$ cat src/logic/mdp_defines.vh
// Constants for the MAC DMA master data port
`ifndef MDP_DEFINES_VH
`define MDP_DEFINES_VH
`define MDP_DIR_READ      1'b1
`define MDP_DIR_WRITE     1'b0
`define MDP_ST_IDLE       2'h0
`define MDP_ST_BUSY       2'h1
`define MDP_ST_DONE       2'h2
`define MDP_WIDTH_32      32
`define MDP_WIDTH_16      16
`define MDP_WIDTH_8       8
`define MDP_ALIGN_BITS_32 2
`define MDP_ALIGN_BITS_16 1
`define MDP_ALIGN_BITS_8  0
`define MDP_LEN_W         8
`define MDP_ADDR_W        32
`endif

$ cat src/logic/mdp_data_port.v
// DMA master data port: burst transfers to and from shared memory
`timescale 1ns/1ps
`include "mdp_defines.vh"

// Notes on behaviour
// - Request is high while a transfer is wanted
// - Direction stays constant while request is high
// - Direction high means read, low write
// - One word per edge with request and acknowledge
// - Acknowledge may drop anytime; advance only when acknowledged
// - End-of-burst flag marks the final burst beat
// - Write data is presented at bus width
// - 32-bit width: longword aligned addresses
// - 16-bit width: halfword aligned addresses
// - 8-bit width: byte aligned addresses
module mdp_data_port #(
  parameter BUS_WIDTH_PARAM     = `MDP_WIDTH_32,
  parameter ADDRESS_WIDTH_PARAM = `MDP_ADDR_W,
  parameter LEN_W               = `MDP_LEN_W
) (
  input  wire                           sys_clk_i,
  input  wire                           reset_i,
  // User side: burst command
  input  wire                           cmd_valid_i,
  output wire                           cmd_ready_o,
  input  wire                           cmd_read_i,
  input  wire [ADDRESS_WIDTH_PARAM-1:0] cmd_addr_i,
  input  wire [LEN_W-1:0]               cmd_len_i,
  // User side: write words
  input  wire [BUS_WIDTH_PARAM-1:0]     wr_word_i,
  output wire                           wr_take_o,
  // User side: read words
  output wire [BUS_WIDTH_PARAM-1:0]     rd_word_o,
  output wire                           rd_valid_o,
  output wire                           done_o,
  // Memory side
  output wire                           transfer_request_o,
  output wire                           direction_read_high_o,
  output wire [ADDRESS_WIDTH_PARAM-1:0] memory_address_out_o,
  output wire [BUS_WIDTH_PARAM-1:0]     write_word_out_o,
  output wire                           burst_end_flag_o,
  input  wire                           host_acknowledge_i,
  input  wire [BUS_WIDTH_PARAM-1:0]     read_word_in_i
);

  // State codes of the burst sequencer
  localparam [1:0] ST_IDLE = `MDP_ST_IDLE;
  localparam [1:0] ST_BUSY = `MDP_ST_BUSY;
  localparam [1:0] ST_DONE = `MDP_ST_DONE;

  // Address bits below ALIGN carry no meaning at this bus width
  localparam ALIGN = (BUS_WIDTH_PARAM == `MDP_WIDTH_32) ?
                     `MDP_ALIGN_BITS_32 :
                     (BUS_WIDTH_PARAM == `MDP_WIDTH_16) ?
                     `MDP_ALIGN_BITS_16 : `MDP_ALIGN_BITS_8;
  localparam [ADDRESS_WIDTH_PARAM-1:0] STEP =
    {{(ADDRESS_WIDTH_PARAM-1){1'b0}}, 1'b1} << ALIGN;
  localparam [LEN_W-1:0] LEN_ONE = {{(LEN_W-1){1'b0}}, 1'b1};

  // Clear the low bits that the bus width makes meaningless
  function [ADDRESS_WIDTH_PARAM-1:0] align_addr;
    input [ADDRESS_WIDTH_PARAM-1:0] a;
    begin
      align_addr = (a >> ALIGN) << ALIGN;
    end
  endfunction

  // A zero length counts as one beat, so a command never stalls
  function last_left;
    input [LEN_W-1:0] n;
    begin
      last_left = (n <= LEN_ONE);
    end
  endfunction

  reg  [1:0]                     state_r;
  reg  [1:0]                     state_nxt;
  reg  [LEN_W-1:0]               left_r;
  reg  [LEN_W-1:0]               left_nxt;
  reg                            dir_r;
  reg                            dir_nxt;
  reg  [ADDRESS_WIDTH_PARAM-1:0] addr_r;
  reg  [ADDRESS_WIDTH_PARAM-1:0] addr_nxt;
  reg  [BUS_WIDTH_PARAM-1:0]     wdata_r;
  reg  [BUS_WIDTH_PARAM-1:0]     wdata_nxt;
  reg  [BUS_WIDTH_PARAM-1:0]     rdata_r;
  reg  [BUS_WIDTH_PARAM-1:0]     rdata_nxt;
  reg                            rvalid_r;
  reg                            rvalid_nxt;
  reg                            done_r;
  reg                            done_nxt;
  wire                           busy;
  wire                           cmd_take;
  wire                           beat;
  wire                           last;

  assign busy     = (state_r == ST_BUSY);
  assign cmd_take = (state_r == ST_IDLE) & cmd_valid_i;
  assign beat     = busy & host_acknowledge_i;
  assign last     = busy & last_left(left_r);

  assign cmd_ready_o           = (state_r == ST_IDLE);
  assign transfer_request_o    = busy;
  assign burst_end_flag_o      = last;
  assign direction_read_high_o = dir_r;
  assign memory_address_out_o  = addr_r;
  assign write_word_out_o      = wdata_r;
  assign rd_word_o             = rdata_r;
  assign rd_valid_o            = rvalid_r;
  assign done_o                = done_r;

  // A take loads the shown word; the user then shows the next one
  assign wr_take_o = (cmd_take & (cmd_read_i == `MDP_DIR_WRITE)) |
                     (beat & ~last & (dir_r == `MDP_DIR_WRITE));

  always @* begin
    state_nxt = state_r;
    case (state_r)
      ST_IDLE: begin
        if (cmd_valid_i) begin
          state_nxt = ST_BUSY;
        end
      end
      ST_BUSY: begin
        // Wait cycles leave the sequencer where it is
        if (beat && last) begin
          state_nxt = ST_DONE;
        end
      end
      ST_DONE: begin
        state_nxt = ST_IDLE;
      end
      default: begin
        state_nxt = ST_IDLE;
      end
    endcase
  end

  // Next values on the memory side
  always @* begin
    dir_nxt   = dir_r;
    addr_nxt  = addr_r;
    wdata_nxt = wdata_r;
    left_nxt  = left_r;
    if (cmd_take) begin
      // Direction only changes while request is low
      dir_nxt  = cmd_read_i ? `MDP_DIR_READ : `MDP_DIR_WRITE;
      addr_nxt = align_addr(cmd_addr_i);
      left_nxt = cmd_len_i;
      if (cmd_read_i == `MDP_DIR_WRITE) begin
        wdata_nxt = wr_word_i;
      end
    end else if (beat) begin
      // Nothing moves without acknowledge; wait cycles hold all
      addr_nxt = addr_r + STEP;
      left_nxt = left_r - LEN_ONE;
      if (dir_r == `MDP_DIR_WRITE && !last) begin
        wdata_nxt = wr_word_i;
      end
    end
  end

  // Next values on the user side
  always @* begin
    rdata_nxt  = rdata_r;
    rvalid_nxt = 1'b0;
    done_nxt   = (state_r == ST_DONE);
    if (beat && dir_r == `MDP_DIR_READ) begin
      rdata_nxt  = read_word_in_i;
      rvalid_nxt = 1'b1;
    end
  end

  // Sequencer state; a wait cycle keeps it in place
  always @(posedge sys_clk_i) begin
    if (reset_i) begin
      state_r <= ST_IDLE;
    end else begin
      state_r <= state_nxt;
    end
  end

  // Beats left in the burst
  always @(posedge sys_clk_i) begin
    if (reset_i) begin
      left_r <= {LEN_W{1'b0}};
    end else begin
      left_r <= left_nxt;
    end
  end

  // Direction, address and write-word outputs come straight from these flip-flops
  always @(posedge sys_clk_i) begin
    if (reset_i) begin
      dir_r   <= `MDP_DIR_WRITE;
      addr_r  <= {ADDRESS_WIDTH_PARAM{1'b0}};
      wdata_r <= {BUS_WIDTH_PARAM{1'b0}};
    end else begin
      dir_r   <= dir_nxt;
      addr_r  <= addr_nxt;
      wdata_r <= wdata_nxt;
    end
  end

  // User-side read word and pulses
  always @(posedge sys_clk_i) begin
    if (reset_i) begin
      rdata_r  <= {BUS_WIDTH_PARAM{1'b0}};
      rvalid_r <= 1'b0;
      done_r   <= 1'b0;
    end else begin
      rdata_r  <= rdata_nxt;
      rvalid_r <= rvalid_nxt;
      done_r   <= done_nxt;
    end
  end

endmodule

$ cat config.mk
export PLATFORM = sky130hd
export DESIGN_NAME = mdp_data_port
export DESIGN_NICKNAME = d
export VERILOG_FILES = /design/src/logic/mdp_data_port.v
export VERILOG_INCLUDE_DIRS = /design/src /design/src/logic
export SDC_FILE = /design/constraint.sdc
export NUM_CORES = 1
export LEC_CHECK = 0
export BUFFER_PORTS_ARGS = -buffer_cell sky130_fd_sc_hd__buf_2
export CAP_MARGIN = 5
export CORE_MARGIN = 2
export CORE_UTILIZATION = 51
export DETAILED_ROUTE_END_ITERATION = 16
export PLACE_DENSITY = 0.84
export SLEW_MARGIN = 0
export SYNTH_ARGS = -nofsm -noshare
export SYNTH_HDL_FRONTEND = slang
export SYNTH_SLANG_ARGS = --single-unit
$ cat constraint.sdc
create_clock -name sys_clk_i -period 3.86 [get_ports sys_clk_i]
set_clock_uncertainty 0.1 [all_clocks]
set_input_delay 0.386 -clock sys_clk_i [delete_from_list [all_inputs] [get_ports sys_clk_i]]
set_output_delay 0.386 -clock sys_clk_i [all_outputs]
set_load 0.01 [all_outputs]
## Yosys cells after proc, flatten, opt, wreduce, memory -nomap -nowiden

Index checks and enable logic that the tools add are counted.

| word-level totals | value |
|---|---|
| flip-flop bits (word level) | 109 |

| cells by class | value |
|---|---|
| muxes and demuxes | 13 |
| reduce and logical (&&, ||, !) cells | 10 |
| magnitude comparators | 1 |
| $add $sub $neg | 2 |
| bitwise operators | 10 |
| equality and inequality tests | 5 |

Operators by type and width:

| cell | count |
|---|---|
| $mux W32 | 6 |
| $add A32 B3 Y32 const B | 1 |
| $mux W8 | 2 |
| $le A8 B1 Y1 const B | 1 |
| $sub A8 B1 Y8 const B | 1 |
| $and A1 B1 Y1 | 6 |
| $mux W2 | 2 |
| $ne A2 B2 Y1 const B | 2 |
| $pmux W2 S2 | 1 |
| $reduce_bool A2 Y1 | 2 |
| $logic_and A1 B1 Y1 | 3 |
| $not A1 Y1 | 3 |
| $reduce_and A3 Y1 | 1 |
| $eq A2 B1 Y1 const B | 1 |
| $eq A2 B2 Y1 const B | 1 |
| $logic_not A2 Y1 | 1 |
| $mux W1 | 2 |
| $ne A2 B1 Y1 const B | 1 |
| $reduce_and A2 Y1 | 1 |
| $reduce_or A2 Y1 | 1 |
| $logic_not A1 Y1 | 1 |
| $or A1 B1 Y1 | 1 |

## Depth between registers and ports, before layout

Gate-level depths: netlist (run 1).

| depth | value |
|---|---|
| depth after elaboration | 7 |
| mapped depth | 8 |
| gate-level depth less buffers | 6 |

## Worst setup path after synthesis (run 1)

Ideal clock, no wire load.

| timing path | value |
|---|---|
| path kind | register to output |
| start | register state_r[0] |
| end | output wr_take_o |
| arrival time | 1.900 ns |
| stages on the path, launching flop included | 8 |
| slack | 1.474 ns |
| path through | dfxtp_1 buf_4 or4b_1 nor4_2 o32a_1 buf_4 buf_6 inv_1 |

| between the ends | value |
|---|---|
| word-level cells in the longest chain between the ends | 6 |
| elaborated cells between the ends (all ways) | 10 |

Ends and longest elaborated chain:

| element | line | text |
|---|---|---|
| start: declaration | mdp_data_port.v:76 | `reg [1:0] state_r;` |
| start signal: assignment | mdp_data_port.v:179 | `state_r <= state_nxt;` |
| $eq A2 B1 Y1 | mdp_data_port.v:97 | `assign busy = (state_r == ST_BUSY);` |
| $and A1 B1 Y1 | mdp_data_port.v:100 | `assign last = busy & last_left(left_r);` |
| net burst_end_flag_o | mdp_data_port.v:41 | `output wire burst_end_flag_o,` |
| $not A1 Y1 | mdp_data_port.v:114 | `` (beat & ~last & (dir_r == `MDP_DIR_WRITE)); `` |
| $and A1 B1 Y1 (2 in a row) | mdp_data_port.v:114 |  |
| $or A1 B1 Y1 | mdp_data_port.v:113 | `` assign wr_take_o = (cmd_take & (cmd_read_i == `MDP_DIR_WRITE)) \| `` |
| end: declaration | mdp_data_port.v:31 | `output wire wr_take_o,` |

The timed path passes the listed nets, and every way through them passes these cells.

## Final worst setup path (run 1)

| timing path | value |
|---|---|
| start | register state_r[0] |
| end | register addr_r[21], in the netlist memory_address_out_o[21] |

| between the ends | value |
|---|---|
| word-level cells in the longest chain between the ends | 3 |
| elaborated cells between the ends (all ways) | 6 |

Ends and longest elaborated chain:

| element | line | text |
|---|---|---|
| $eq A2 B1 Y1 / $logic_not A2 Y1 (equally long branches) | mdp_data_port.v:97, mdp_data_port.v:98 |  |
| $and A1 B1 Y1 (on tied branches) | mdp_data_port.v:99, mdp_data_port.v:98 |  |
| $reduce_bool A2 Y1 (no line) / $mux W32 (equally long branches) | n/a |  |
| end signal: assignment | mdp_data_port.v:196 | `addr_r <= {ADDRESS_WIDTH_PARAM{1'b0}};` |
| end signal: assignment | mdp_data_port.v:200 | `addr_r <= addr_nxt;` |
| end: declaration | mdp_data_port.v:82 | `reg [ADDRESS_WIDTH_PARAM-1:0] addr_r;` |

Parallel ways exist; a longest one is shown, timed or not.
A chain may end at the register's enable or synchronous reset.

==> results by stage, run 1 <==
Run status:
- The flow ran to the end, and the final reports show no timing, DRC or antenna violations.

Clock network:
- The number of gates resized after CTS was 0.
- CTS placed an instance of clkbuf_8 at the clock tree root.
- Once the clock tree was built, the setup fixing pass inserted 0 buffers.
- The number of buffers between clock root and the deepest sink is 2.
- Hold repair after CTS inserted 0 buffers.
- CTS saw between 100 and 150 sinks.
- Clock tree synthesis inserted a total of 9 buffers.
- The TritonCTS clock tree is yes.
- The clock latency on the worst-skew pair is 0.35 ns.
- The H-tree was split into 3 levels.
- The clock-pin transition on the worst setup and hold timing paths is roughly 0.11 ns.

Timing:
- The headroom to the max-slew limit is 0.2937.
- The slew of the pin with the lowest slew margin is 1.059 ns.
- The worst path needs 2.701 ns of the cycle, external delays included.
- Setup violations remaining at the end of the flow were counted as 0.
- The number of hold violations in the final report was 0.
- The max-slew violation total from the final report is 0.
- The post-route clock period utilization is 0.6997.
- Setup repair after global routing left no endpoint under its margin.
- On the final layout, the worst hold slack is roughly 0.16 ns.
- The peak clock frequency supported by timing is approximately 0.37 GHz.
- The total negative slack is 0 ns.

Yosys:
- Among all flip-flop cells after synthesis, the most frequent one is dfxtp_1.
- The number of enable-type register cells in the synthesized netlist is 0.
- By area, the combinational part of the netlist is dominated by simple AND/OR/NAND/NOR gates.
- Synthesis inferred 107 register bits.
- Synthesis instantiated 47 different standard cells from the library.
- The post-synth design cell area is between 4000 and 5000 um2.
- In this run the mean area of a mapped cell was roughly 8.6 um2.
- The yosys synthesis warning count is 0.
- The adder and majority cell fraction of the synthesized area is 0.007645.
- The multiplexer fraction of the synthesized cell area is 0.06524.
- For this run, the register share of the synthesized area comes to 0.4363.
- Counting flops with an async set or reset pin after synthesis yields a share of 0.
- The post-synthesis xor/xnor area fraction is 0.02676.
- The complex-gate fraction of the synthesized area is 0.1307.
- Counting every instance in the synthesized netlist gives about 570.
- The simple logic cell fraction of the synthesized area is 0.2836.

Power and ir drop:
- The fraction of power spent switching nets is 0.2932.
- Of the total power, combinational logic draws 0.166.
- Summed over all nets, the switching power comes to ~660 uW.
- The share of total power in the clock network is 0.282.
- The maximum resistive drop on vdd is approximately 180 uV.
- The design internal power is between 1.5 and 2 mW.
- The share of total power dissipated in sequential elements is 0.552.
- The total leakage power is 2.725 nW.
- Power spread over the standard cell area amounts to 368.1 nW/um2.

Floorplan:
- From bottom edge to top edge, the die measures 102.1 um.
- The initial cell density of the core is 0.5288.
- The number of top-level pins is 212.
- Row generation in the floorplan step produced 35 rows.
- The floorplan step defined a die boundary enclosing around 10000 um2.
- The core area is ~9300 um2.
- The die width is slightly above 100 um.

Critical path:
- The longest individual stage delay on the worst path is approximately 0.63 ns.
- The worst setup path is captured at a flop.
- The slowest cell on the critical path is or4_1.
- The data required time at the worst endpoint is a little over 4 ns.
- The largest delay contributor family on the critical path is simple AND/OR/NAND/NOR gates.
- Counting both buffers and inverters, the worst setup path holds a total of 0.
- The type of the setup path with the least slack is reg -> reg.
- The worst setup path is launched from a flop.
- Along the worst path, the maximum fanout reaches 16.
- Traced cell by cell, the critical path runs through and3b_1, nand4_1, or4_1, a311oi_1.
- Data arrives at the worst endpoint at between 2 and 3 ns.

Drt:
- The number of nets with antenna violations after detailed routing is 0.
- The average wire per standard cell is 14.18 um.
- Dividing the detail-routed via count by the number of cells gives 5.321.
- The number of optimization iterations in the first detailed-route pass is 5.
- The number of vias after detailed routing is between 4000 and 5000.
- The routed design has 12500 um of wire.
- The DRC violations left is 0.
- The initial DRC count is roughly 190.

Final layout:
- After filler insertion, the fill cell instance count of the layout stands at 809.
- The post-layout net count is ~860.
- Of the cells placed in the final design, the portion with a size suffix greater than 1 is 0.3134.
- For this run, the share of the core covered by cells in the final layout is 0.6577.
- The count of cells in the finished layout, fillers not included, comes to just under 900.
- The number of diodes added for antenna fixing is 0.
- The area occupied by multi-input gates is between 2000 and 3000 um2.
- The area overhead of the layout relative to synthesis is 24.36%.
- The cell area after layout is about 6100 um2.
- Summing all flip-flop and latch instances after layout gives 2142 um2.

Global route:
- The number of global-route vias before repair is around 4300.
- After global routing, the most crowded layer is met2.
- The first global-routing pass estimated a little under 20000 um of wire.
- The largest net degree at the start of global routing is about 110.
- The global-route usage over all layers is 0.2306.
- In the global route stage, met3 resource usage came out at 0.05130.
- For this run, global-route usage on met2 was measured as 0.3947.
- The met1 track demand over resource in global routing is 0.2825.
- The global-route congestion overflow total is 0.
- The initial antenna violation count is 0.

Placement:
- Routability-driven placement finished with a final weighted congestion of 0.8632.
- The placed cell area is 5931 um2.
- The number of input and output port buffers inserted is 207.
- The cell total after placement is a little under 900.
- Detailed placement ended at an HPWL of between 9000 and 10000 um.

Min path:
- The min-delay analysis places its worst path in the category in -> reg.

Job:
- Across the run, the number of max-cap violations was 0.
[cells by family (layout without fill, tap and decap cells)]
family / after synthesis / in the layout
xor+xnor: 15 / 15
other cells: 1 / 2
compound gates: 97 / 97
fa+ha+maj: 3 / 3
simple gates: 264 / 264
flops: 107 / 107
mux: 32 / 32
buf+inv: 53 / 233
[area by class of cell]
cell class / instances / share of cell area
flip-flops and latches: 107 / 0.3508
multi-input cells: 413 / 0.4148
inverters: 7 / 0.004303
clock buffers: 9 / 0.02029
repair buffers: 211 / 0.1750
well taps: 129 / 0.02643
clock inverters: 6 / 0.008402
[layout by cell type (no fill, tap or decap), types with 14 or more instances in the layout]
cell,Yosys,routed
a21oi_1,37,37
buf_2,3,206
nand3_1,14,14
dfxtp_1,107,107
a211oi_1,16,16
a311oi_1,17,17
nor2_1,41,41
nand2b_1,64,64
mux2i_1,32,32
nand2_1,81,81
[path summary, 6_finish.rpt]
check                             startpoint                                     to  slack, ns  cells past startpoint
setup / recovery     state_r[0]$_SDFFE_PP0P_  memory_address_out_o[21]$_SDFFE_PP0P_       1.16                      4
hold / removal             read_word_in_i[3]              rd_word_o[3]$_SDFFE_PP0P_       0.16                      3
setup reg to reg     state_r[0]$_SDFFE_PP0P_  memory_address_out_o[21]$_SDFFE_PP0P_       1.16                      4
hold reg to reg   rd_word_o[25]$_SDFFE_PP0P_             rd_word_o[25]$_SDFFE_PP0P_       0.36                      2
[power groups by stage]
stage               Combinational [mW]  Sequential [mW]  Clock (mW)
finish                           0.373             1.24       0.634
global route                     0.413             1.25       0.702
CTS                              0.375             1.24       0.650
detailed placement               0.373             1.26           0
global placement                 0.363             1.26           0
floorplan                        0.207             1.28           0
[tightest hold or removal path, delay by kind of cell]
| family | cells | cell delay, ns |
|---|---|---|
| compound gates | 1 | 0.05 |
| buf+inv | 1 | 0.10 |
| simple gates | 1 | 0.04 |
[flip-flops by register name, summed over array words and instances (netlist names)]
| name | cells |
|---|---|
| rd_word_o | 32 |
| write_word_out_o | 32 |
| memory_address_out_o | 30 |
| left_r | 8 |
| state_r | 2 |
| direction_read_high_o | 1 |
| done_o | 1 |
| rd_valid_o | 1 |
[synth_stat cells (all sizes together) (3+ instances only)]
library cell	instances	area (um2)
ha	3	37.54
or4	12	93.84
o211ai	3	22.52
nor4	12	81.33
nand3	14	70.07
inv	7	26.28
nor3b	4	30.03
nor3	3	15.01
xor2	5	43.79
clkbuf	34	127.6
nand2	81	304.0
o21ai	8	40.04
nand4	14	100.1
a21oi	37	185.2
nor2	41	153.9
or3	8	50.05
nand2b	64	400.4
dfxtp	107	2142
mux2i	32	320.3
xnor2	10	87.58
a211oi	16	120.1
buf	12	86.33
o31ai	9	67.56
a311oi	17	148.9
[through the flow]
stage               worst slack [ns]  power, mW
CTS                            1.180      2.264
floorplan                      1.474      1.485
global placement               1.316      1.623
finish                         1.159      2.248
global route                   1.017      2.367
detailed placement             1.205      1.638
[layer usage]
metal	vias up	wire length, um
li1	2349	-
met1	2132	5252
met2	189	5975
met3	23	1004
met4	0	272
met5	-	0
No activity file was read; power rests on OpenSTA's default activity.
==> inputs of run 2 (changes only) <==
ABC_AREA = 1   (was default)
CORE_UTILIZATION = 44   (was 51)
PLACE_DENSITY = 0.76   (was 0.84)
clock period = 2.35 ns   (was 3.86 ns; I/O delays follow)
==> results by stage, run 2 <==
Yosys:
- The multiplexer fraction of the synthesized cell area is 0 (was 0.06524).
- The yosys synthesis warning count is 0 (unchanged).
- The proportion of synthesized flip-flops having asynchronous set or reset is 0 (unchanged).
- The portion of the post-synthesis area used by sequential elements is 0.4075 (was 0.4363).
- The post-synthesis xor/xnor area fraction was 0.001666 (was 0.02676).
- The post-synthesis register bit count is 107 (unchanged).
- The simple logic cell fraction of the synthesized area came to 0.3463 (was 0.2836).
- The most used flip-flop cell after synthesis is dfxtp_1 (unchanged).
- The adder and majority cell fraction of the synthesized area came to 0.007141 (was 0.007645).
- The dominant combinational cell family by area after synthesis is simple AND/OR/NAND/NOR gates (unchanged).
- The cell with the most instances after synthesis is nand2_1 (was dfxtp_1).
- The post-synthesis cell count is 777 (was 572).
- The complex-gate fraction of the synthesized area is 0.1433 (was 0.1307).
- The post-synth design cell area came to 5256 um2 (was 4910 um2).
- The number of enable-type register cells in the synthesized netlist came to 0 (unchanged).
- The average cell area after synthesis is 6.765 um2 (was 8.583 um2).
- Biggest area contributors in the synthesized netlist: dfxtp_1 (41%), nand2_1 (15%), nand3_1 (11%), a21oi_1 (8.6%), nor2_1 (4.4%) (was dfxtp_1 (44%), nand2b_1 (8.2%), mux2i_1 (6.5%), nand2_1 (6.2%), a21oi_1 (3.8%)).
- The top cell type by total area after synthesis is dfxtp_1 (unchanged).
- The top-area cell type share of the netlist area is 0.4075 (was 0.4363).
- The count of different cell masters after synthesis is 36 (was 47).
- Top cells by instance count after synthesis: nand2_1 (210), nand3_1 (112), dfxtp_1 (107), a21oi_1 (90), nor2_1 (61) (was dfxtp_1 (107), nand2_1 (81), nand2b_1 (64), nor2_1 (41), a21oi_1 (37)).

Power and ir drop:
- The total leakage power is 3.016 nW (was 2.725 nW).
- The maximum resistive drop on vdd is 533.8 uV (was 177.3 uV).
- The areal power density over the cells is 662.4 nW/um2 (was 368.1 nW/um2).
- The share of total power in the clock network is 0.375 (was 0.282).
- The sequential share of power is 0.454 (was 0.552).
- The fraction of power spent switching nets is 0.2857 (was 0.2932).
- The design internal power is 3.164 mW (was 1.589 mW).
- The switching power summed over all nets is 1.266 mW (was 659.2 uW).
- The portion of total power attributed to combinational logic is 0.171 (was 0.166).
- The power after layout is 4.430 mW (was 2.248 mW).

Min path:
- The kind of path behind the tightest hold check was in -> reg (unchanged).
- The origin of the worst min-delay path was wr_word_i[4] (was read_word_in_i[3]).
- The endpoint of the worst hold-timing path was write_word_out_o[4]$_SDFFE_PP0P_ (was rd_word_o[3]$_SDFFE_PP0P_).
- The count of cells along the worst hold path is 3 (unchanged).

Critical path:
- The endpoint of the worst-slack reg-to-reg timing path is memory_address_out_o[21]$_SDFFE_PP0P_ (unchanged).
- The setup slack on the worst flop-to-flop path came to 0.37 ns (was 1.16 ns).
- The data required time at the worst endpoint is 2.02 ns (was 4.03 ns).
- The type of the setup path with the least slack is reg -> out (was reg -> reg).
- The critical path capture point type was an output pin (was flop).
- The length in cells of the worst reg-to-reg path is 8 (was 4).
- The critical path arrival is 1.86 ns (was 2.87 ns).
- The peak fanout along the critical path is 10 (was 16).
- The startpoint class of the critical path is a flop (unchanged).
- The reg-to-reg critical path startpoint is state_r[0]$_SDFFE_PP0P_ (unchanged).

Timing:
- The total negative slack was 0 ns (unchanged).
- Dividing the final minimum period by the clock period gives 0.9338.
- Setup repair after global routing missed its margin: no (unchanged).
- The worst hold slack across all endpoints is 0.02271 ns (was 0.1570 ns).
- The final setup violation count came to 0 (unchanged).
- The headroom to the max-slew limit is 0.6442 (was 0.2937).
- The max-slew violation total from the final report was 0 (unchanged).
- The least setup slack across all paths after layout is 0.1556 ns (was 1.159 ns).
- The number of hold violations in the final report is 0 (unchanged).
- The slew of the pin with the lowest slew margin is 0.5331 ns (was 1.059 ns).
- The final critical delay including setup and external delays is 2.194 ns.
- The peak clock frequency supported by timing is between 0.4 and 0.5 GHz.

Global route:
- The global-route usage over all layers came to 0.2294 (was 0.2306).
- The global-route congestion overflow total is 0 (unchanged).
- The initial antenna violation count was 2 (was 0).
- The first-pass GRT wire length came to 24180 um (was 19600 um).
- The largest net degree at the start of global routing is 93 (was 105).
- The number of global-route vias before repair is 5106 (was 4287).

Drt:
- The per-cell via count in the routed design is 5.126 (was 5.321).
- The number of nets with antenna violations after detailed routing came to 0 (unchanged).
- The initial DRC count is 561 (was 186).
- The total detailed-routing wirelength came to 15190 um (was 12500 um).
- The number of vias after detailed routing is 5700 (was 4693).
- The number of optimization iterations in the first detailed-route pass was 7 (was 5).
- The DRC violations left is 0 (unchanged).
- The average wire per standard cell is 13.66 um (was 14.18 um).

Floorplan:
- The die width was 113.3 um (was 102.1 um).
- The vertical extent of the die came to 113.3 um (was 102.1 um).
- The core area is 11520 um2 (was 9284 um2).
- The row count was 39 (was 35).
- The initial cell density of the core came to 0.4564 (was 0.5288).
- The number of top-level pins is 212 (unchanged).
- The area of the die was 12840 um2 (was 10430 um2).

Run status:
- Status: finished, final reports clean (unchanged).

Final layout:
- The area taken by flip-flops and latches is 2142 um2 (unchanged).
- The post-layout net count is 1074 (was 861).
- The number of standard cells in the layout, taps in and fillers out was 1112 (was 882).
- The number of inserted filler cells in the final layout was 1181 (was 809).
- The final core area utilization was 0.5807 (was 0.6577).
- The cell area after layout is 6688 um2 (was 6106 um2).
- The area occupied by multi-input gates is 2648 um2 (was 2532 um2).
- Commonest non-fill, non-tap cells in the layout: nand2_1 (210), buf_2 (207), nand3_1 (112) (was buf_2 (206), dfxtp_1 (107), nand2_1 (81)).
- The commonest non-fill, non-tap cell in the layout is nand2_1 (was buf_2).
- The area overhead of the layout relative to synthesis is 27.23% (was 24.36%).
- The fraction of layout cells with a size suffix above 1 is 0.2647 (was 0.3134).

Placement:
- The worst setup slack after placement was 0.3906 ns (was 1.205 ns).
- The routability-driven placement congestion ratio was 0.8714 (was 0.8632).
- The placed cell area is 6329 um2 (was 5931 um2).
- The final HPWL from detailed placement is 10530 um (was 9009 um).
- The cell total after placement is 1092 (was 867).
- The number of input and output port buffers inserted is 207 (unchanged).

Clock network:
- The clock root buffer is clkbuf_16 (was clkbuf_8).
- The clock-pin transition on the worst setup and hold timing paths is 0.07 ns (was 0.11 ns).
- The quantity of hold-fixing buffers added after cts came to 0 (unchanged).
- The number of buffers between clock root and the deepest sink is 2 (unchanged).
- The total number of H-tree levels is 3 (unchanged).
- The TritonCTS clock tree is yes (unchanged).
- The total number of clock tree sinks is 107 (unchanged).
- The number of clock buffers inserted by TritonCTS is 9 (unchanged).
- The clock latency on the worst-skew pair is 0.35 ns (about the same).

Job:
- The number of violations of the max-capacitance limit is 0 (unchanged).
[run 2: cell count changes in the layout (fill, tap and decap cells not counted), sizes merged, moves of 32 or more]
cell and change:
nand2 +137, mux2i -32, nand3 +99, a21oi +53
inv +56, nand2b -64
[run 2: final cells by class]
cell class,instances,share of cell area
Inverter,63,0.03536
Tap cell,143,0.02675
Sequential cell,107,0.3203
Clock inverter,6,0.01459
Timing Repair Buffer,219,0.1721
Multi-Input combinational cell,562,0.3959
Clock buffer,10,0.03424
Antenna cell,2,0.0007484
[run 2: cells by family (layout without fill, tap and decap cells)]
kind of cell | count (synthesis) | count (layout)
AO/OA/AOI/OAI | 140 | 140
XOR/XNOR | 1 | 1
adder cells (fa/ha/maj) | 3 | 3
buffers and inverters | 110 | 298
flip-flops | 107 | 107
other | 1 | 4
AND/OR/NAND/NOR | 415 | 416
[run 2: repair_timing]
action                     4_1_cts  5_1_grt
resized for setup                0        1
setup endpoints to repair        0        1
setup buffers                    0        1
hold endpoints to repair         0        0
[run 2: metal layers]
layer | wire length (um) | GRT usage
met1 | 6728 | 0.3059
met2 | 7178 | 0.3645
met3 | 1019 | 0.05356
met4 | 265 | 0.08211
met5 | 0 | 0
[run 2: worst max-delay path by stage]
stage / from / to / slack (ns) / cells after the start
6_report: left_r[0]$_SDFFE_PP0P_ / wr_take_o / 0.16 / 7
5_1_grt: left_r[0]$_SDFFE_PP0P_ / wr_take_o / 0.02 / 7
4_1_cts: left_r[0]$_SDFFE_PP0P_ / wr_take_o / 0.03 / 7
3_5_place_dp: state_r[0]$_SDFFE_PP0P_ / memory_address_out_o[21]$_SDFFE_PP0P_ / 0.39 / 8
3_3_place_gp: state_r[0]$_SDFFE_PP0P_ / memory_address_out_o[23]$_SDFFE_PP0P_ / 0.44 / 7
2_1_floorplan: left_r[0]$_SDFFE_PP0P_ / wr_take_o / 0.66 / 7
[run 2: worst max-delay path, stage by stage, from the launching register on]
cell and delay, ns:
dfxtp_1 0.35, inv_1 0.08, ha_1 0.20, or2_2 0.31
nand4_2 0.16, nand3_4 0.13, nand2_8 0.14, buf_2 0.14
[run 2: power groups by stage]
stage	logic, mW	clock network (mW)	registers (mW)
finish	0.759	1.66	2.01
global route	0.852	1.76	2.02
CTS	0.753	1.69	2.01
detailed placement	0.750	0	2.05
global placement	0.743	0	2.05
floorplan	0.440	0	2.08
